<file path="src/uhp_pkg.sv">
// Constants shared by the host port state manager and its helpers.
// Assumes a single 125 MHz system clock and a byte-addressed register bus.
//
// What this block does
// - Resume end or command enters operational
// - Operational: normal xcvr, transactions, disconnect detect
// - Suspend command accepted only from operational
// - Suspend: detection off, finish transaction, halt
// - Suspend: high speed drops to full; power-down
// - After interval: disconnect on, wakeup if permitted
// - Suspended: K held 2.5 us flags wakeup
// - Resume from suspend; both detectors disabled
// - Resume drives K, restores speed, flags completion
// - Fault pin falling edge raises VBUS error flag
// - Cancel bit self-clears after stop processing
// - Idle switches bus power enable off
// - Disconnect detection in operational and suspend
// - High-speed disconnect sampled only when operational
// - Three bad SOF end samples flag disconnect
// - Full/low speed: SE0 over 2.5 us
// - Idle halts, full speed, non-driving, detection off
package uhp_pkg;
    localparam int CLK_MHZ = 125;
    localparam int ADDR_W = 5;

    localparam logic [4:0] OFS_CMD = 5'h00;
    localparam logic [4:0] OFS_NEGO = 5'h04;
    localparam logic [4:0] OFS_STAT_A = 5'h08;
    localparam logic [4:0] OFS_STAT_B = 5'h0C;
    localparam logic [4:0] OFS_HOST = 5'h10;
    localparam logic [4:0] OFS_MON = 5'h14;

    localparam int CANCEL_BIT = 7;
    localparam logic [3:0] CMD_NONE = 4'h0;
    localparam logic [3:0] CMD_GO_IDLE = 4'h1;
    localparam logic [3:0] CMD_GO_ATTACH = 4'h2;
    localparam logic [3:0] CMD_GO_OPER = 4'h3;
    localparam logic [3:0] CMD_GO_SUSP = 4'h4;
    localparam logic [3:0] CMD_GO_RESUME = 4'h5;

    localparam logic [1:0] SPD_HS = 2'h0;
    localparam logic [1:0] SPD_FS = 2'h1;
    localparam logic [1:0] SPD_LS = 2'h2;
    localparam logic [1:0] OPM_NORMAL = 2'h0;
    localparam logic [1:0] OPM_NONDRIVE = 2'h1;
    localparam logic [1:0] OPM_PWRDN = 2'h3;
    localparam logic [1:0] LINE_SE0 = 2'h0;
    localparam logic [1:0] LINE_K = 2'h2;

    typedef enum logic [4:0] {
        ST_IDLE = 5'h01,
        ST_ATTACH = 5'h02,
        ST_OPER = 5'h04,
        ST_SUSP = 5'h08,
        ST_RESUME = 5'h10
    } uhp_state_t;

    localparam logic [2:0] MON_IDLE = 3'h0;
    localparam logic [2:0] MON_ATTACH = 3'h1;
    localparam logic [2:0] MON_OPER = 3'h5;
    localparam logic [2:0] MON_SUSP = 3'h6;
    localparam logic [2:0] MON_RESUME = 3'h7;

    localparam logic [1:0] PH_NONE = 2'h0;
    localparam logic [1:0] PH_WAIT_TXN = 2'h1;
    localparam logic [1:0] PH_DET_OFF = 2'h2;

    localparam int FILTER_NS = 2500;
    localparam int FILTER_CYCLES = (FILTER_NS * CLK_MHZ) / 1000 + 1;
    localparam int CANCEL_NS = 100;
    localparam int CANCEL_CYCLES = (CANCEL_NS * CLK_MHZ + 999) / 1000;
    localparam int HS_DISC_SAMPLES = 3;
    localparam int RESUME_K_US = 20;
    localparam int RESUME_K_CYCLES = RESUME_K_US * CLK_MHZ;
    localparam int DET_OFF_US = 10;
    localparam int DET_OFF_CYCLES = DET_OFF_US * CLK_MHZ;
endpackage : uhp_pkg

</file>
<file path="src/uhp_sync2.sv">
// Two-flop synchroniser for pins from outside the system clock domain.
// Assumes the inputs are levels that stay put for several clock cycles.
`timescale 1ns/100ps
`default_nettype none
module uhp_sync2 #(
    parameter int W = 1,
    parameter logic [W-1:0] RST_VAL = '0
) (
    input wire logic sys_clk,
    input wire logic sys_rst,
    input wire logic [W-1:0] d,
    output logic [W-1:0] q
);
    logic [W-1:0] meta_reg;

    always_ff @(posedge sys_clk) begin
        if (sys_rst) begin
            meta_reg <= RST_VAL;
            q <= RST_VAL;
        end else begin
            meta_reg <= d;
            q <= meta_reg;
        end
    end
endmodule : uhp_sync2
`default_nettype wire

</file>
<file path="src/uhp_persist.sv">
// Pulses once when a condition has held for CYCLES consecutive clocks.
// Assumes cond is already synchronous; dropping enable restarts the count.
`timescale 1ns/100ps
`default_nettype none
module uhp_persist #(
    parameter int CYCLES = 313
) (
    input wire logic sys_clk,
    input wire logic sys_rst,
    input wire logic enable,
    input wire logic cond,
    output logic hit
);
    localparam int CW = $clog2(CYCLES + 1);
    logic [CW-1:0] cnt_reg;
    logic [CW-1:0] cnt_next;
    logic hit_next;

    if (CYCLES < 2) begin : g_chk
        $error("uhp_persist: CYCLES must be at least 2");
    end

    always_comb begin
        cnt_next = cnt_reg;
        hit_next = 1'b0;
        if (!enable || !cond) begin
            cnt_next = '0;
        end else if (cnt_reg == CW'(CYCLES - 1)) begin
            // Saturate so one long condition yields a single pulse
            cnt_next = CW'(CYCLES);
            hit_next = 1'b1;
        end else if (cnt_reg != CW'(CYCLES)) begin
            cnt_next = cnt_reg + CW'(1);
        end
    end

    always_ff @(posedge sys_clk) begin
        if (sys_rst) begin
            cnt_reg <= '0;
            hit <= 1'b0;
        end else begin
            cnt_reg <= cnt_next;
            hit <= hit_next;
        end
    end
endmodule : uhp_persist
`default_nettype wire

</file>
<file path="src/uhp_port_state_manager.sv">
// Downstream host port state manager with Avalon-MM register slave.
// Assumes txn_busy, sof_eop_pulse and attached_speed come from logic on
// sys_clk; the fault pin, line state and HS disconnect comparator do not.
`timescale 1ns/100ps
`default_nettype none
module uhp_port_state_manager
    import uhp_pkg::*;
#(
    parameter int RESUME_CYCLES = RESUME_K_CYCLES,
    parameter int DET_OFF_TIME = DET_OFF_CYCLES,
    parameter int TMR_W = 22
) (
    input wire logic sys_clk,
    input wire logic sys_rst,
    input wire logic [ADDR_W-1:0] avs_address,
    input wire logic avs_read,
    input wire logic avs_write,
    input wire logic [31:0] avs_writedata,
    input wire logic [3:0] avs_byteenable,
    output logic [31:0] avs_readdata,
    output logic avs_waitrequest,
    input wire logic power_switch_fault_in,
    input wire logic [1:0] cable_line_state,
    input wire logic hs_disconnect_in,
    input wire logic sof_eop_pulse,
    input wire logic txn_busy,
    input wire logic [1:0] attached_speed,
    output logic bus_power_enable_out,
    output logic [1:0] transceiver_speed_select,
    output logic termination_select,
    output logic [1:0] transceiver_op_mode,
    output logic txn_enable,
    output logic drive_resume_k
);
    localparam int CXL_MAX = CANCEL_CYCLES + 1;

    if (RESUME_CYCLES < 1 || RESUME_CYCLES >= 2**TMR_W ||
        DET_OFF_TIME < 1 || DET_OFF_TIME >= 2**TMR_W) begin : g_chk
        $error("uhp_port_state_manager: interval does not fit timer");
    end

    logic fault_s;
    logic [1:0] line_s;
    logic hs_disc_s;
    logic se0_hit;
    logic k_hit;

    uhp_sync2 #(.W(4), .RST_VAL(4'hA)) u_sync ( // No fault, J, connected
        .sys_clk(sys_clk),
        .sys_rst(sys_rst),
        .d({power_switch_fault_in, cable_line_state, hs_disconnect_in}),
        .q({fault_s, line_s, hs_disc_s})
    );

    uhp_state_t state_reg, state_next;
    logic [3:0] cmd_field_reg, cmd_field_next;
    logic cancel_reg, cancel_next;
    logic [4:0] cancel_cnt_reg, cancel_cnt_next;
    logic wake_perm_reg, wake_perm_next;
    logic [TMR_W-1:0] timer_reg, timer_next;
    logic [1:0] phase_reg, phase_next;
    logic [1:0] saved_speed_reg, saved_speed_next;
    logic [1:0] speed_next, transceiver_op_mode_next;
    logic term_next, power_next, txn_en_next, drive_k_next;
    logic disc_en_reg, disc_en_next;
    logic wake_en_reg, wake_en_next;
    logic [1:0] hs_cnt_reg, hs_cnt_next;
    logic disc_flag_reg, disc_flag_next;
    logic wake_flag_reg, wake_flag_next;
    logic susp_cmp_reg, susp_cmp_next;
    logic res_cmp_reg, res_cmp_next;
    logic vbus_flag_reg, vbus_flag_next;
    logic fault_prev_reg;
    logic wait_next;
    logic [31:0] rdata_next;
    logic access, wr_lo, hs_hit;
    logic [2:0] mon_code;

    // Full/low speed disconnect: SE0 on the line longer than the filter
    uhp_persist #(.CYCLES(FILTER_CYCLES)) u_se0 (
        .sys_clk(sys_clk),
        .sys_rst(sys_rst),
        .enable(disc_en_reg && transceiver_speed_select != SPD_HS &&
                (state_reg == ST_OPER || state_reg == ST_SUSP)),
        .cond(line_s == LINE_SE0),
        .hit(se0_hit)
    );

    // Remote wakeup: K held on the line while suspended
    uhp_persist #(.CYCLES(FILTER_CYCLES)) u_kwake (
        .sys_clk(sys_clk),
        .sys_rst(sys_rst),
        .enable(state_reg == ST_SUSP && wake_en_reg && wake_perm_reg),
        .cond(line_s == LINE_K),
        .hit(k_hit)
    );

    always_comb begin
        unique case (state_reg)
            ST_IDLE: mon_code = MON_IDLE;
            ST_ATTACH: mon_code = MON_ATTACH;
            ST_OPER: mon_code = MON_OPER;
            ST_SUSP: mon_code = MON_SUSP;
            ST_RESUME: mon_code = MON_RESUME;
            default: mon_code = MON_IDLE;
        endcase
    end

    assign access = (avs_read || avs_write) && !avs_waitrequest;
    assign wr_lo = access && avs_write && avs_byteenable[0];
    assign hs_hit = state_reg == ST_OPER && disc_en_reg &&
                    transceiver_speed_select == SPD_HS && sof_eop_pulse &&
                    hs_disc_s && hs_cnt_reg == 2'(HS_DISC_SAMPLES - 1);

    always_comb begin
        state_next = state_reg;
        cmd_field_next = cmd_field_reg;
        cancel_next = cancel_reg;
        cancel_cnt_next = cancel_cnt_reg;
        wake_perm_next = wake_perm_reg;
        timer_next = timer_reg;
        phase_next = phase_reg;
        saved_speed_next = saved_speed_reg;
        speed_next = transceiver_speed_select;
        transceiver_op_mode_next = transceiver_op_mode;
        power_next = bus_power_enable_out;
        txn_en_next = txn_enable;
        drive_k_next = drive_resume_k;
        disc_en_next = disc_en_reg;
        wake_en_next = wake_en_reg;
        hs_cnt_next = hs_cnt_reg;
        disc_flag_next = disc_flag_reg;
        wake_flag_next = wake_flag_reg;
        susp_cmp_next = susp_cmp_reg;
        res_cmp_next = res_cmp_reg;
        vbus_flag_next = vbus_flag_reg;
        // One-cycle wait on every request, then a single ready cycle
        wait_next = !((avs_read || avs_write) && avs_waitrequest);
        rdata_next = avs_readdata;

        if ((avs_read || avs_write) && avs_waitrequest) begin
            rdata_next = '0;
            case (avs_address)
                OFS_CMD: rdata_next[7:0] = {cancel_reg, 3'h0, cmd_field_reg};
                OFS_NEGO: rdata_next[2:0] = {attached_speed, wake_perm_reg};
                OFS_STAT_A: rdata_next[1:0] = {wake_flag_reg, disc_flag_reg};
                OFS_STAT_B: rdata_next[1:0] = {res_cmp_reg, susp_cmp_reg};
                OFS_HOST: rdata_next[0] = vbus_flag_reg;
                OFS_MON: rdata_next[10:0] = {wake_en_reg, disc_en_reg,
                    txn_enable, bus_power_enable_out, transceiver_op_mode,
                    transceiver_speed_select, mon_code};
                default: rdata_next = '0;
            endcase
        end

        // Status bits: write one to clear; a same-cycle event wins below
        if (wr_lo && avs_address == OFS_STAT_A) begin
            if (avs_writedata[0]) disc_flag_next = 1'b0;
            if (avs_writedata[1]) wake_flag_next = 1'b0;
        end
        if (wr_lo && avs_address == OFS_STAT_B) begin
            if (avs_writedata[0]) susp_cmp_next = 1'b0;
            if (avs_writedata[1]) res_cmp_next = 1'b0;
        end
        if (wr_lo && avs_address == OFS_HOST && avs_writedata[0]) begin
            vbus_flag_next = 1'b0;
        end
        if (wr_lo && avs_address == OFS_NEGO) begin
            wake_perm_next = avs_writedata[0];
        end

        // Sequencing inside suspend and resume
        if (state_reg == ST_SUSP && phase_reg == PH_WAIT_TXN && !txn_busy) begin
            txn_en_next = 1'b0;
            transceiver_op_mode_next = OPM_PWRDN;
            timer_next = TMR_W'(DET_OFF_TIME);
            phase_next = PH_DET_OFF;
        end
        if (state_reg == ST_SUSP && phase_reg == PH_DET_OFF) begin
            timer_next = timer_reg - TMR_W'(1);
            if (timer_reg == TMR_W'(1)) begin
                disc_en_next = 1'b1;
                wake_en_next = wake_perm_reg;
                susp_cmp_next = 1'b1;
                phase_next = PH_NONE;
            end
        end
        if (state_reg == ST_RESUME) begin
            timer_next = timer_reg - TMR_W'(1);
            if (timer_reg == TMR_W'(1)) begin
                drive_k_next = 1'b0;
                speed_next = saved_speed_reg;
                transceiver_op_mode_next = OPM_NORMAL;
                res_cmp_next = 1'b1;
                state_next = ST_OPER;
                txn_en_next = 1'b1;
                disc_en_next = 1'b1;
            end
        end

        // Cancel: stop whatever sequence runs, then release the bit
        if (cancel_reg) begin
            cancel_cnt_next = cancel_cnt_reg - 5'h1;
            if (cancel_cnt_reg == 5'h1) begin
                cancel_next = 1'b0;
                txn_en_next = 1'b0;
                drive_k_next = 1'b0;
                phase_next = PH_NONE;
                timer_next = '0;
            end
        end

        if (wr_lo && avs_address == OFS_CMD) begin
            if (avs_writedata[CANCEL_BIT]) begin
                cancel_next = 1'b1;
                cancel_cnt_next = 5'(CANCEL_CYCLES);
                cmd_field_next = avs_writedata[3:0];
            end else if (!cancel_reg) begin
                // Commands are ignored while a cancel is still running
                cmd_field_next = avs_writedata[3:0];
                case (avs_writedata[3:0])
                    CMD_GO_IDLE: begin
                        state_next = ST_IDLE;
                        txn_en_next = 1'b0;
                        speed_next = SPD_FS;
                        transceiver_op_mode_next = OPM_NONDRIVE;
                        power_next = 1'b0;
                        disc_en_next = 1'b0;
                        wake_en_next = 1'b0;
                        drive_k_next = 1'b0;
                        phase_next = PH_NONE;
                    end
                    CMD_GO_ATTACH: begin
                        state_next = ST_ATTACH;
                        txn_en_next = 1'b0;
                        speed_next = SPD_FS;
                        transceiver_op_mode_next = OPM_PWRDN;
                        power_next = 1'b1;
                        disc_en_next = 1'b0;
                        wake_en_next = 1'b0;
                        drive_k_next = 1'b0;
                        phase_next = PH_NONE;
                    end
                    CMD_GO_OPER: begin
                        state_next = ST_OPER;
                        speed_next = attached_speed;
                        transceiver_op_mode_next = OPM_NORMAL;
                        txn_en_next = 1'b1;
                        disc_en_next = 1'b1;
                        wake_en_next = 1'b0;
                        drive_k_next = 1'b0;
                        phase_next = PH_NONE;
                    end
                    CMD_GO_SUSP: begin
                        if (state_reg == ST_OPER) begin
                            state_next = ST_SUSP;
                            disc_en_next = 1'b0;
                            wake_en_next = 1'b0;
                            phase_next = PH_WAIT_TXN;
                            saved_speed_next = transceiver_speed_select;
                            if (transceiver_speed_select == SPD_HS) begin
                                speed_next = SPD_FS;
                            end
                        end
                    end
                    CMD_GO_RESUME: begin
                        if (state_reg == ST_SUSP) begin
                            state_next = ST_RESUME;
                            disc_en_next = 1'b0;
                            wake_en_next = 1'b0;
                            transceiver_op_mode_next = OPM_NORMAL;
                            drive_k_next = 1'b1;
                            timer_next = TMR_W'(RESUME_CYCLES);
                            phase_next = PH_NONE;
                        end
                    end
                    default: begin
                    end
                endcase
            end
        end

        // High-speed disconnect: consecutive bad samples at SOF end
        if (state_reg != ST_OPER || transceiver_speed_select != SPD_HS ||
            !disc_en_reg) begin
            hs_cnt_next = 2'h0;
        end else if (sof_eop_pulse) begin
            hs_cnt_next = hs_disc_s && !hs_hit ? hs_cnt_reg + 2'h1 : 2'h0;
        end

        // Events set last so they win over a clear in the same cycle
        if (hs_hit || se0_hit) disc_flag_next = 1'b1;
        if (k_hit) wake_flag_next = 1'b1;
        if (fault_prev_reg && !fault_s) vbus_flag_next = 1'b1;
    end

    always_ff @(posedge sys_clk) begin
        if (sys_rst) begin
            state_reg <= ST_IDLE;
            cmd_field_reg <= CMD_NONE;
            cancel_reg <= 1'b0;
            cancel_cnt_reg <= 5'h0;
            wake_perm_reg <= 1'b0;
            timer_reg <= '0;
            phase_reg <= PH_NONE;
            saved_speed_reg <= SPD_FS;
            transceiver_speed_select <= SPD_FS;
            termination_select <= 1'b1;
            transceiver_op_mode <= OPM_NONDRIVE;
            bus_power_enable_out <= 1'b0;
            txn_enable <= 1'b0;
            drive_resume_k <= 1'b0;
            disc_en_reg <= 1'b0;
            wake_en_reg <= 1'b0;
            hs_cnt_reg <= 2'h0;
            disc_flag_reg <= 1'b0;
            wake_flag_reg <= 1'b0;
            susp_cmp_reg <= 1'b0;
            res_cmp_reg <= 1'b0;
            vbus_flag_reg <= 1'b0;
            fault_prev_reg <= 1'b1;
            avs_waitrequest <= 1'b1;
            avs_readdata <= 32'h0;
        end else begin
            state_reg <= state_next;
            cmd_field_reg <= cmd_field_next;
            cancel_reg <= cancel_next;
            cancel_cnt_reg <= cancel_cnt_next;
            wake_perm_reg <= wake_perm_next;
            timer_reg <= timer_next;
            phase_reg <= phase_next;
            saved_speed_reg <= saved_speed_next;
            transceiver_speed_select <= speed_next;
            termination_select <= speed_next != SPD_HS;
            transceiver_op_mode <= transceiver_op_mode_next;
            bus_power_enable_out <= power_next;
            txn_enable <= txn_en_next;
            drive_resume_k <= drive_k_next;
            disc_en_reg <= disc_en_next;
            wake_en_reg <= wake_en_next;
            hs_cnt_reg <= hs_cnt_next;
            disc_flag_reg <= disc_flag_next;
            wake_flag_reg <= wake_flag_next;
            susp_cmp_reg <= susp_cmp_next;
            res_cmp_reg <= res_cmp_next;
            vbus_flag_reg <= vbus_flag_next;
            fault_prev_reg <= fault_s;
            avs_waitrequest <= wait_next;
            avs_readdata <= rdata_next;
        end
    end
endmodule : uhp_port_state_manager
`default_nettype wire

</file>
<file path="config.mk">
export PLATFORM = sky130hd
export DESIGN_NAME = uhp_port_state_manager
export DESIGN_NICKNAME = d
export VERILOG_FILES = /design/src/uhp_pkg.sv /design/src/uhp_sync2.sv /design/src/uhp_persist.sv /design/src/uhp_port_state_manager.sv
export SDC_FILE = /design/constraint.sdc
export NUM_CORES = 1
export LEC_CHECK = 0
export BUFFER_PORTS_ARGS = -buffer_cell sky130_fd_sc_hd__buf_4
export CORE_MARGIN = 8
export CORE_UTILIZATION = 55
export CTS_BUF_LIST = sky130_fd_sc_hd__clkbuf_8
export DETAILED_ROUTE_END_ITERATION = 10
export GPL_TIMING_DRIVEN = 0
export HOLD_SLACK_MARGIN = 0.06
export PLACE_DENSITY = 0.86
export SLEW_MARGIN = 20
export SYNTH_ARGS = -nofsm -noshare
export SYNTH_HDL_FRONTEND = slang
export SYNTH_SLANG_ARGS = --single-unit
</file>
<file path="constraint.sdc">
create_clock -name sys_clk -period 2.9 [get_ports sys_clk]
set_input_delay 0.145 -clock sys_clk [delete_from_list [all_inputs] [get_ports sys_clk]]
set_output_delay 0.145 -clock sys_clk [all_outputs]
set_load 0.005 [all_outputs]
</file>
==> impl_metrics.csv, run 1 <==
group,metric,value,unit
critical_path,critPathMaxFanout,10,
logic_synthesis,ys_ff_latch,100,
logic_synthesis,yosysSeqAreaShare,40.1,%
logic_synthesis,synth_top_area_share,40.1,%
logic_synthesis,yosysMostFrequentCell,"dfxtp_1",
sta,relSlewSlack,43.2,%
grt,grt_pass1_vias,4416,
final_layout,largest_reg_flops,22,
run_status,outcome,"complete, no violations",
place,gp_congestion,0.896,
power_and_ir_drop,finalPower,2410,uW
place,dp_hpwl,9880,um
critical_path,timing.rr.start,"state_reg[2]",
place,place_inst,755,
die,dieWidth,111,um
flow_run,drv_cap,0,
clock_network,cts.sink_count,100,
final_layout,nets,728,
sta,period_minus_slack,2.46,ns
clock_network,h-tree-depth,3,
hold_path,worstHoldPathCells,3,
power_and_ir_drop,irDropWorstVdd,392,uV
final_layout,final_util,65.5,%
logic_synthesis,yosys_warnings,0,
logic_synthesis,syn_inst,588,
critical_path,crit_path_end_kind,"flip-flop",
power_and_ir_drop,power_density,420,nW/um^2
logic_synthesis,synthTopCellsByArea,"dfxtp_1 (40%), nor2_1 (4.1%), a21oi_1 (3.8%), buf_4 (3.3%), nand2_1 (3.3%)",
routing,dr.first_iter.drc_count,330,
final_layout,nFillCells,737,
sta,fmax,0.406,GHz
final_layout,layout-drive-gt1-share,14.8,%
logic_synthesis,synth_edf_count,0,
logic_synthesis,syn_area_per_cell,8.49,um^2
logic_synthesis,yosys-top-cells-count,"dfxtp_1 (100), nor2_1 (55), nand2_1 (44)",
final_layout,multi_input_area,2740,um^2
critical_path,path_class,"flip-flop to flip-flop",
critical_path,critPathArrivalTime,2.71,ns
final_layout,seq_area,2000,um^2
final_layout,area_delta_synth_final,15.0,%
clock_network,clk_latency,0.37,ns
die,start_util,57.0,%
grt,globalRouteOverflowTotal,0,
clock_network,cts_made_buffers,9,
die,dieArea,12400,um^2
logic_synthesis,syn-cell-area,4990,um^2
final_layout,finalNonFillerCells,777,
sta,final.setup.tns,0,ns
die,io_pins,94,
critical_path,critical_path_required,3.15,ns
routing,vias,4621,
hold_path,min_to,"cancel_reg",
logic_synthesis,yosys_most_used_dff,"dfxtp_1",
grt,grt_use_total,20.4,%
logic_synthesis,ys_async_sr_fraction,0,%
routing,wl_per_cell,16.7,um
clock_network,cts.clk_slew.worst_paths,0.11,ns
die,design.core.area,8760,um^2
sta,rsz0062_at_grt,"no",
critical_path,regToRegEndpoint,"timer_reg[14]",
logic_synthesis,ys_types,70,
clock_network,cts_resized,0,
critical_path,cp-start-kind,"flip-flop",
sta,worst_pin_slew,0.846,ns
grt,antenna_found_initial,0,
hold_path,worst_hold_path_type,"input pin to flip-flop",
grt,grt_max_degree,19,
grt,grt_pass1_wl,21300,um
sta,fin_crit_sh,84.9,%
sta,setup_violations,0,
hold_path,min_from,"avs_writedata[7]",
sta,hold_viol,0,
place,portBuffers,39,
sta,hold_ws,0.126,ns
die,die_h,111,um
die,rows,34,
routing,ant_nets,0,
power_and_ir_drop,leakagePower,0.00223,uW
routing,vias_per_cell,5.95,
routing,drc,0,
routing,first_pass_iters,5,
clock_network,cts-root-buf,"clkbuf_8",
clock_network,clock_path_buffers,2,
sta,clock_skew,0.0113,ns
logic_synthesis,yosys.area.top_type,"dfxtp_1",
critical_path,r2r.worst_path.cells,7,
sta,maxSlewViolCount,0,
final_layout,antenna-diode-count,0,
clock_network,tritoncts,"yes",
critical_path,rrSetupSlack,0.44,ns
routing,drt-total-wl,13000,um
critical path: stages (launching register included):
cell and delay [ns]:
dfxtp_1 0.31, clkbuf_1 0.18, nor4_1 0.62, and2_1 0.32, nand3_1 0.18, nand2_1 0.33, buf_2 0.31, a21oi_1 0.07
final cells by class:
cell class	instances	area share [%]
multi-input combinational	443	47.7
sequential	100	34.9
buffer	45	4.45
clock inverter	7	1.05
clock buffer	9	2.16
timing repair buffer	45	6.15
inverter	20	1.31
tap	108	2.35
layer usage:
layer | GRT usage, % | part of all wire [%] | vias to the layer above
met2 | 35.6 | 50 | 137
li1 | - | - | 2234
met5 | 0 | 0 | -
met4 | 7.02 | 1.6 | 0
met1 | 23.6 | 43 | 2224
met3 | 4.76 | 5.4 | 26
cells by family (layout without fill, tap and decap cells):
family / Yosys count / after routing / synth area share (%)
AO/OA/AOI/OAI: 122 / 122 / 16.1
XOR/XNOR: 20 / 20 / 3.51
other: 1 / 21 / 0.0751
buffers and inverters: 65 / 126 / 6.61
AND/OR/NAND/NOR: 255 / 255 / 27.9
flip-flops: 100 / 100 / 40.1
multiplexers: 14 / 14 / 2.91
adder cells (fa/ha/maj): 11 / 11 / 2.76
where the power goes:
part / total (uW) / internal (uW) / leakage [uW] / switching, uW
clock network: 856 / 328 / 0.0000961 / 528
logic: 167 / 73.5 / 0.00133 / 93.5
registers: 1390 / 1380 / 0.000808 / 5.42
total: 2410 / 1780 / 0.00223 / 627
worst max-delay path by stage:
stage                        start            end  slack (ns)
finish                state_reg[2]  timer_reg[14]        0.44
global route          state_reg[2]  timer_reg[14]        0.31
CTS                   state_reg[2]  timer_reg[14]        0.46
detailed placement  avs_address[1]  timer_reg[14]        0.49
global placement      state_reg[2]   timer_reg[0]        0.58
floorplan             state_reg[4]  timer_reg[18]        0.84
placed cells by master (no fill, tap or decap), types with 16 or more instances in the layout:
cell and n:
dfxtp_1 100, buf_4 61, nor2_1 55, nand2_1 44
a21oi_1 38, nand3_1 26, conb_1 21, inv_1 20
clkbuf_1 19, nor3_1 17, or3_1 16
what timing repair did:
action	CTS	global route
endpoints found under the hold margin	7	0
buffers inserted	0	0
hold buffers	6	0
setup endpoints to repair	0	0
through the flow:
| stage | worst slack, ns | area [um^2] |
|---|---|---|
| 2_1_floorplan | 0.844 | 5070 |
| 3_3_place_gp | 0.585 | 5500 |
| 3_5_place_dp | 0.487 | 5500 |
| 4_1_cts | 0.465 | 5740 |
| 5_1_grt | 0.306 | 5740 |
| 6_report | 0.438 | 5740 |
No activity file was read; power rests on OpenSTA's default activity.
==> run 2: changes to the inputs <==
--- a/config.mk
+++ b/config.mk
@@ -7,7 +7,7 @@
 export LEC_CHECK = 0
 export BUFFER_PORTS_ARGS = -buffer_cell sky130_fd_sc_hd__buf_4
 export CORE_MARGIN = 8
-export CORE_UTILIZATION = 55
+export CORE_UTILIZATION = 52
 export CTS_BUF_LIST = sky130_fd_sc_hd__clkbuf_8
 export DETAILED_ROUTE_END_ITERATION = 10
 export GPL_TIMING_DRIVEN = 0
==> constraint.sdc (replaced) <==
create_clock -name sys_clk -period 2.23 [get_ports sys_clk]
set_input_delay 0.1115 -clock sys_clk [delete_from_list [all_inputs] [get_ports sys_clk]]
set_output_delay 0.1115 -clock sys_clk [all_outputs]
set_load 0.005 [all_outputs]
==> run 2 against run 1 <==
  * The flow now finishes with violations (setup timing)
  * Worst setup slack lost 0.46 ns
  * Die area grew 4.9%
  * Register-to-register slack lost 0.46 ns
  * Count of clock-buffer cells in the layout grew 2
  * Sequential share of layout area shrank 1.4 points
  * Sequential power grew 30%
  * Clock power grew 43%
  * Global-route usage grew 0.25 points
  * Core utilization shrank 0.96 points
  * Hold slack lost 0.0033 ns
  * Critical endpoint unchanged
==> impl_metrics.csv, run 2 (same netlist as run 1, synthesis figures left out) <==
group,metric,value,unit
routing,dr.first_iter.drc_count,342,
sta,relSlewSlack,40.5,%
routing,drc,0,
critical_path,critPathMaxFanout,10,
critical_path,critical_path_required,2.48,ns
hold_path,worstHoldPathCells,3,
place,gp_congestion,0.938,
critical_path,path_class,"flip-flop to flip-flop",
sta,fmax,0.445,GHz
hold_path,min_to,"avs_readdata[0]",
sta,setup_slack,-0.0174,ns
sta,hold_ws,0.123,ns
sta,rsz0062_at_grt,"yes",
final_layout,layout_commonest_cell,"dfxtp_1",
die,rows,35,
final_layout,nets,742,
routing,wl_per_cell,16.6,um
place,portBuffers,39,
sta,fin_crit_sh,101,%
final_layout,final_util,64.5,%
final_layout,multi_input_area,2800,um^2
grt,grt_pass1_vias,4497,
die,dieArea,13000,um^2
die,die_h,114,um
routing,first_pass_iters,6,
clock_network,tritoncts,"yes",
sta,maxSlewViolCount,0,
grt,grt_max_degree,17,
die,dieWidth,114,um
routing,drt-total-wl,13500,um
clock_network,clk_latency,0.38,ns
critical_path,crit_path_end_kind,"flip-flop",
sta,setup_violations,10,
final_layout,nFillCells,780,
final_layout,seq_area,2010,um^2
sta,period_minus_slack,2.25,ns
grt,grt_pass1_wl,21600,um
place,pre_cts_ws,-0.169,ns
hold_path,min_from,"avs_address[3]",
critical_path,cp-start-kind,"flip-flop",
critical_path,r2r.worst_path.cells,6,
power_and_ir_drop,irDropWorstVdd,424,uV
final_layout,layout-drive-gt1-share,18.2,%
critical_path,max_stage_delay,0.51,ns
routing,ant_nets,0,
grt,grt_use_total,20.6,%
clock_network,cts.sink_count,100,
flow_run,drv_cap,0,
die,io_pins,94,
grt,globalRouteOverflowTotal,0,
final_layout,final_cell_mix,"dfxtp_1 (97), buf_4 (73), nor2_1 (53)",
critical_path,critPathArrivalTime,2.50,ns
clock_network,clock_path_buffers,2,
sta,hold_viol,0,
power_and_ir_drop,leakagePower,0.00233,uW
routing,vias,4668,
hold_path,worst_hold_path_type,"input pin to flip-flop",
critical_path,path_delay_family,"simple AND/OR/NAND/NOR gates",
critical_path,timing.rr.start,"state_reg[1]",
clock_network,cts.clk_slew.worst_paths,0.10,ns
final_layout,antenna-diode-count,0,
run_status,outcome,"finished, violations left",
power_and_ir_drop,power_density,542,nW/um^2
critical_path,critical_path.cell_chain,"nor4_2, and2_1, nand3_1, nand2_1, buf_2, a21oi_1",
routing,vias_per_cell,5.76,
critical_path,rrSetupSlack,-0.02,ns
critical_path,critPathSlowestCell,"nor4_2",
critical_path,critPathBufInv,1,
final_layout,area_delta_synth_final,20.0,%
critical_path,regToRegEndpoint,"timer_reg[14]",
place,dp_hpwl,9830,um
clock_network,cts-root-buf,"clkbuf_8",
clock_network,h-tree-depth,3,
sta,clock_skew,0.0124,ns
final_layout,largest_reg_flops,22,
die,design.core.area,9280,um^2
grt,antenna_found_initial,0,
clock_network,cts_made_buffers,9,
run_status,violations,"setup timing",
die,start_util,53.8,%
sta,worst_pin_slew,0.886,ns
run 2: changes by cell type in the layout (fill, tap and decap cells not counted), moves of 2 or more:
| cell | before | now |
|---|---|---|
| dfxtp_2 | 0 | 3 |
| nor2_1 | 55 | 53 |
| dfxtp_1 | 100 | 97 |
| nor2_2 | 0 | 2 |
| buf_4 | 61 | 73 |
| clkbuf_8 | 9 | 11 |
| clkinv_4 | 3 | 1 |
| o2111ai_2 | 0 | 2 |
| o2111ai_1 | 2 | 0 |
| buf_6 | 0 | 2 |
| nor4_1 | 10 | 8 |
run 2: worst min-delay path, cell delays in order:
cell,delay (ns)
buf_4,0.11
a211oi_1,0.07
a22o_1,0.17
run 2: power breakdown:
part           leakage (uW)  internal [uW]  total, uW  switching (uW)
logic               0.00142           96.9        219             122
clock network      0.000106            584       1220             640
registers          0.000810           1800       1810            7.28
run 2: final cells by class:
type                            count  area share [%]
Clock buffer                       11            2.53
Multi-Input combinational cell    443            46.7
Clock inverter                      4           0.940
Timing Repair Buffer               60            8.02
Sequential cell                   100            33.5
Tap cell                          129            2.69
Buffer                             44            4.36
Inverter                           20            1.25
run 2: metrics by stage:
step | cells | cell area, um^2 | setup TNS (ns) | power, uW
2_1_floorplan | 608 | 5070 | 0 | 1970
3_3_place_gp | 776 | 5520 | -0.976 | 2050
3_5_place_dp | 776 | 5520 | -2.43 | 2050
4_1_cts | 799 | 5840 | 0 | 3260
5_1_grt | 811 | 5990 | -0.757 | 3350
6_report | 811 | 5990 | -0.0768 | 3250
run 2: worst max path at each step:
stage,from,end,slack [ns],depth (start not counted)
final,state_reg[1],timer_reg[14],-0.02,6
after global routing,state_reg[4],timer_reg[14],-0.13,7
after detailed placement,state_reg[2],timer_reg[0],-0.17,7
after floorplan,state_reg[4],timer_reg[18],0.17,7
after CTS,timer_reg[5],timer_reg[14],0.005,6
after global placement,state_reg[2],timer_reg[21],-0.08,7
run 2: per-layer routing:
layer  wire length (um)  GRT usage [%]
met2               6910           36.6
met3                852           5.44
met5                  0              0
met4                337           9.67
met1               5370           22.3
run 2: timing repair:
item | CTS | global route
endpoints found under the hold margin | 10 | 0
pin swaps | 3 | 8
hold buffers | 7 | 0
resized for setup | 5 | 15
endpoints found under the setup margin | 29 | 20
setup buffers | 2 | 12
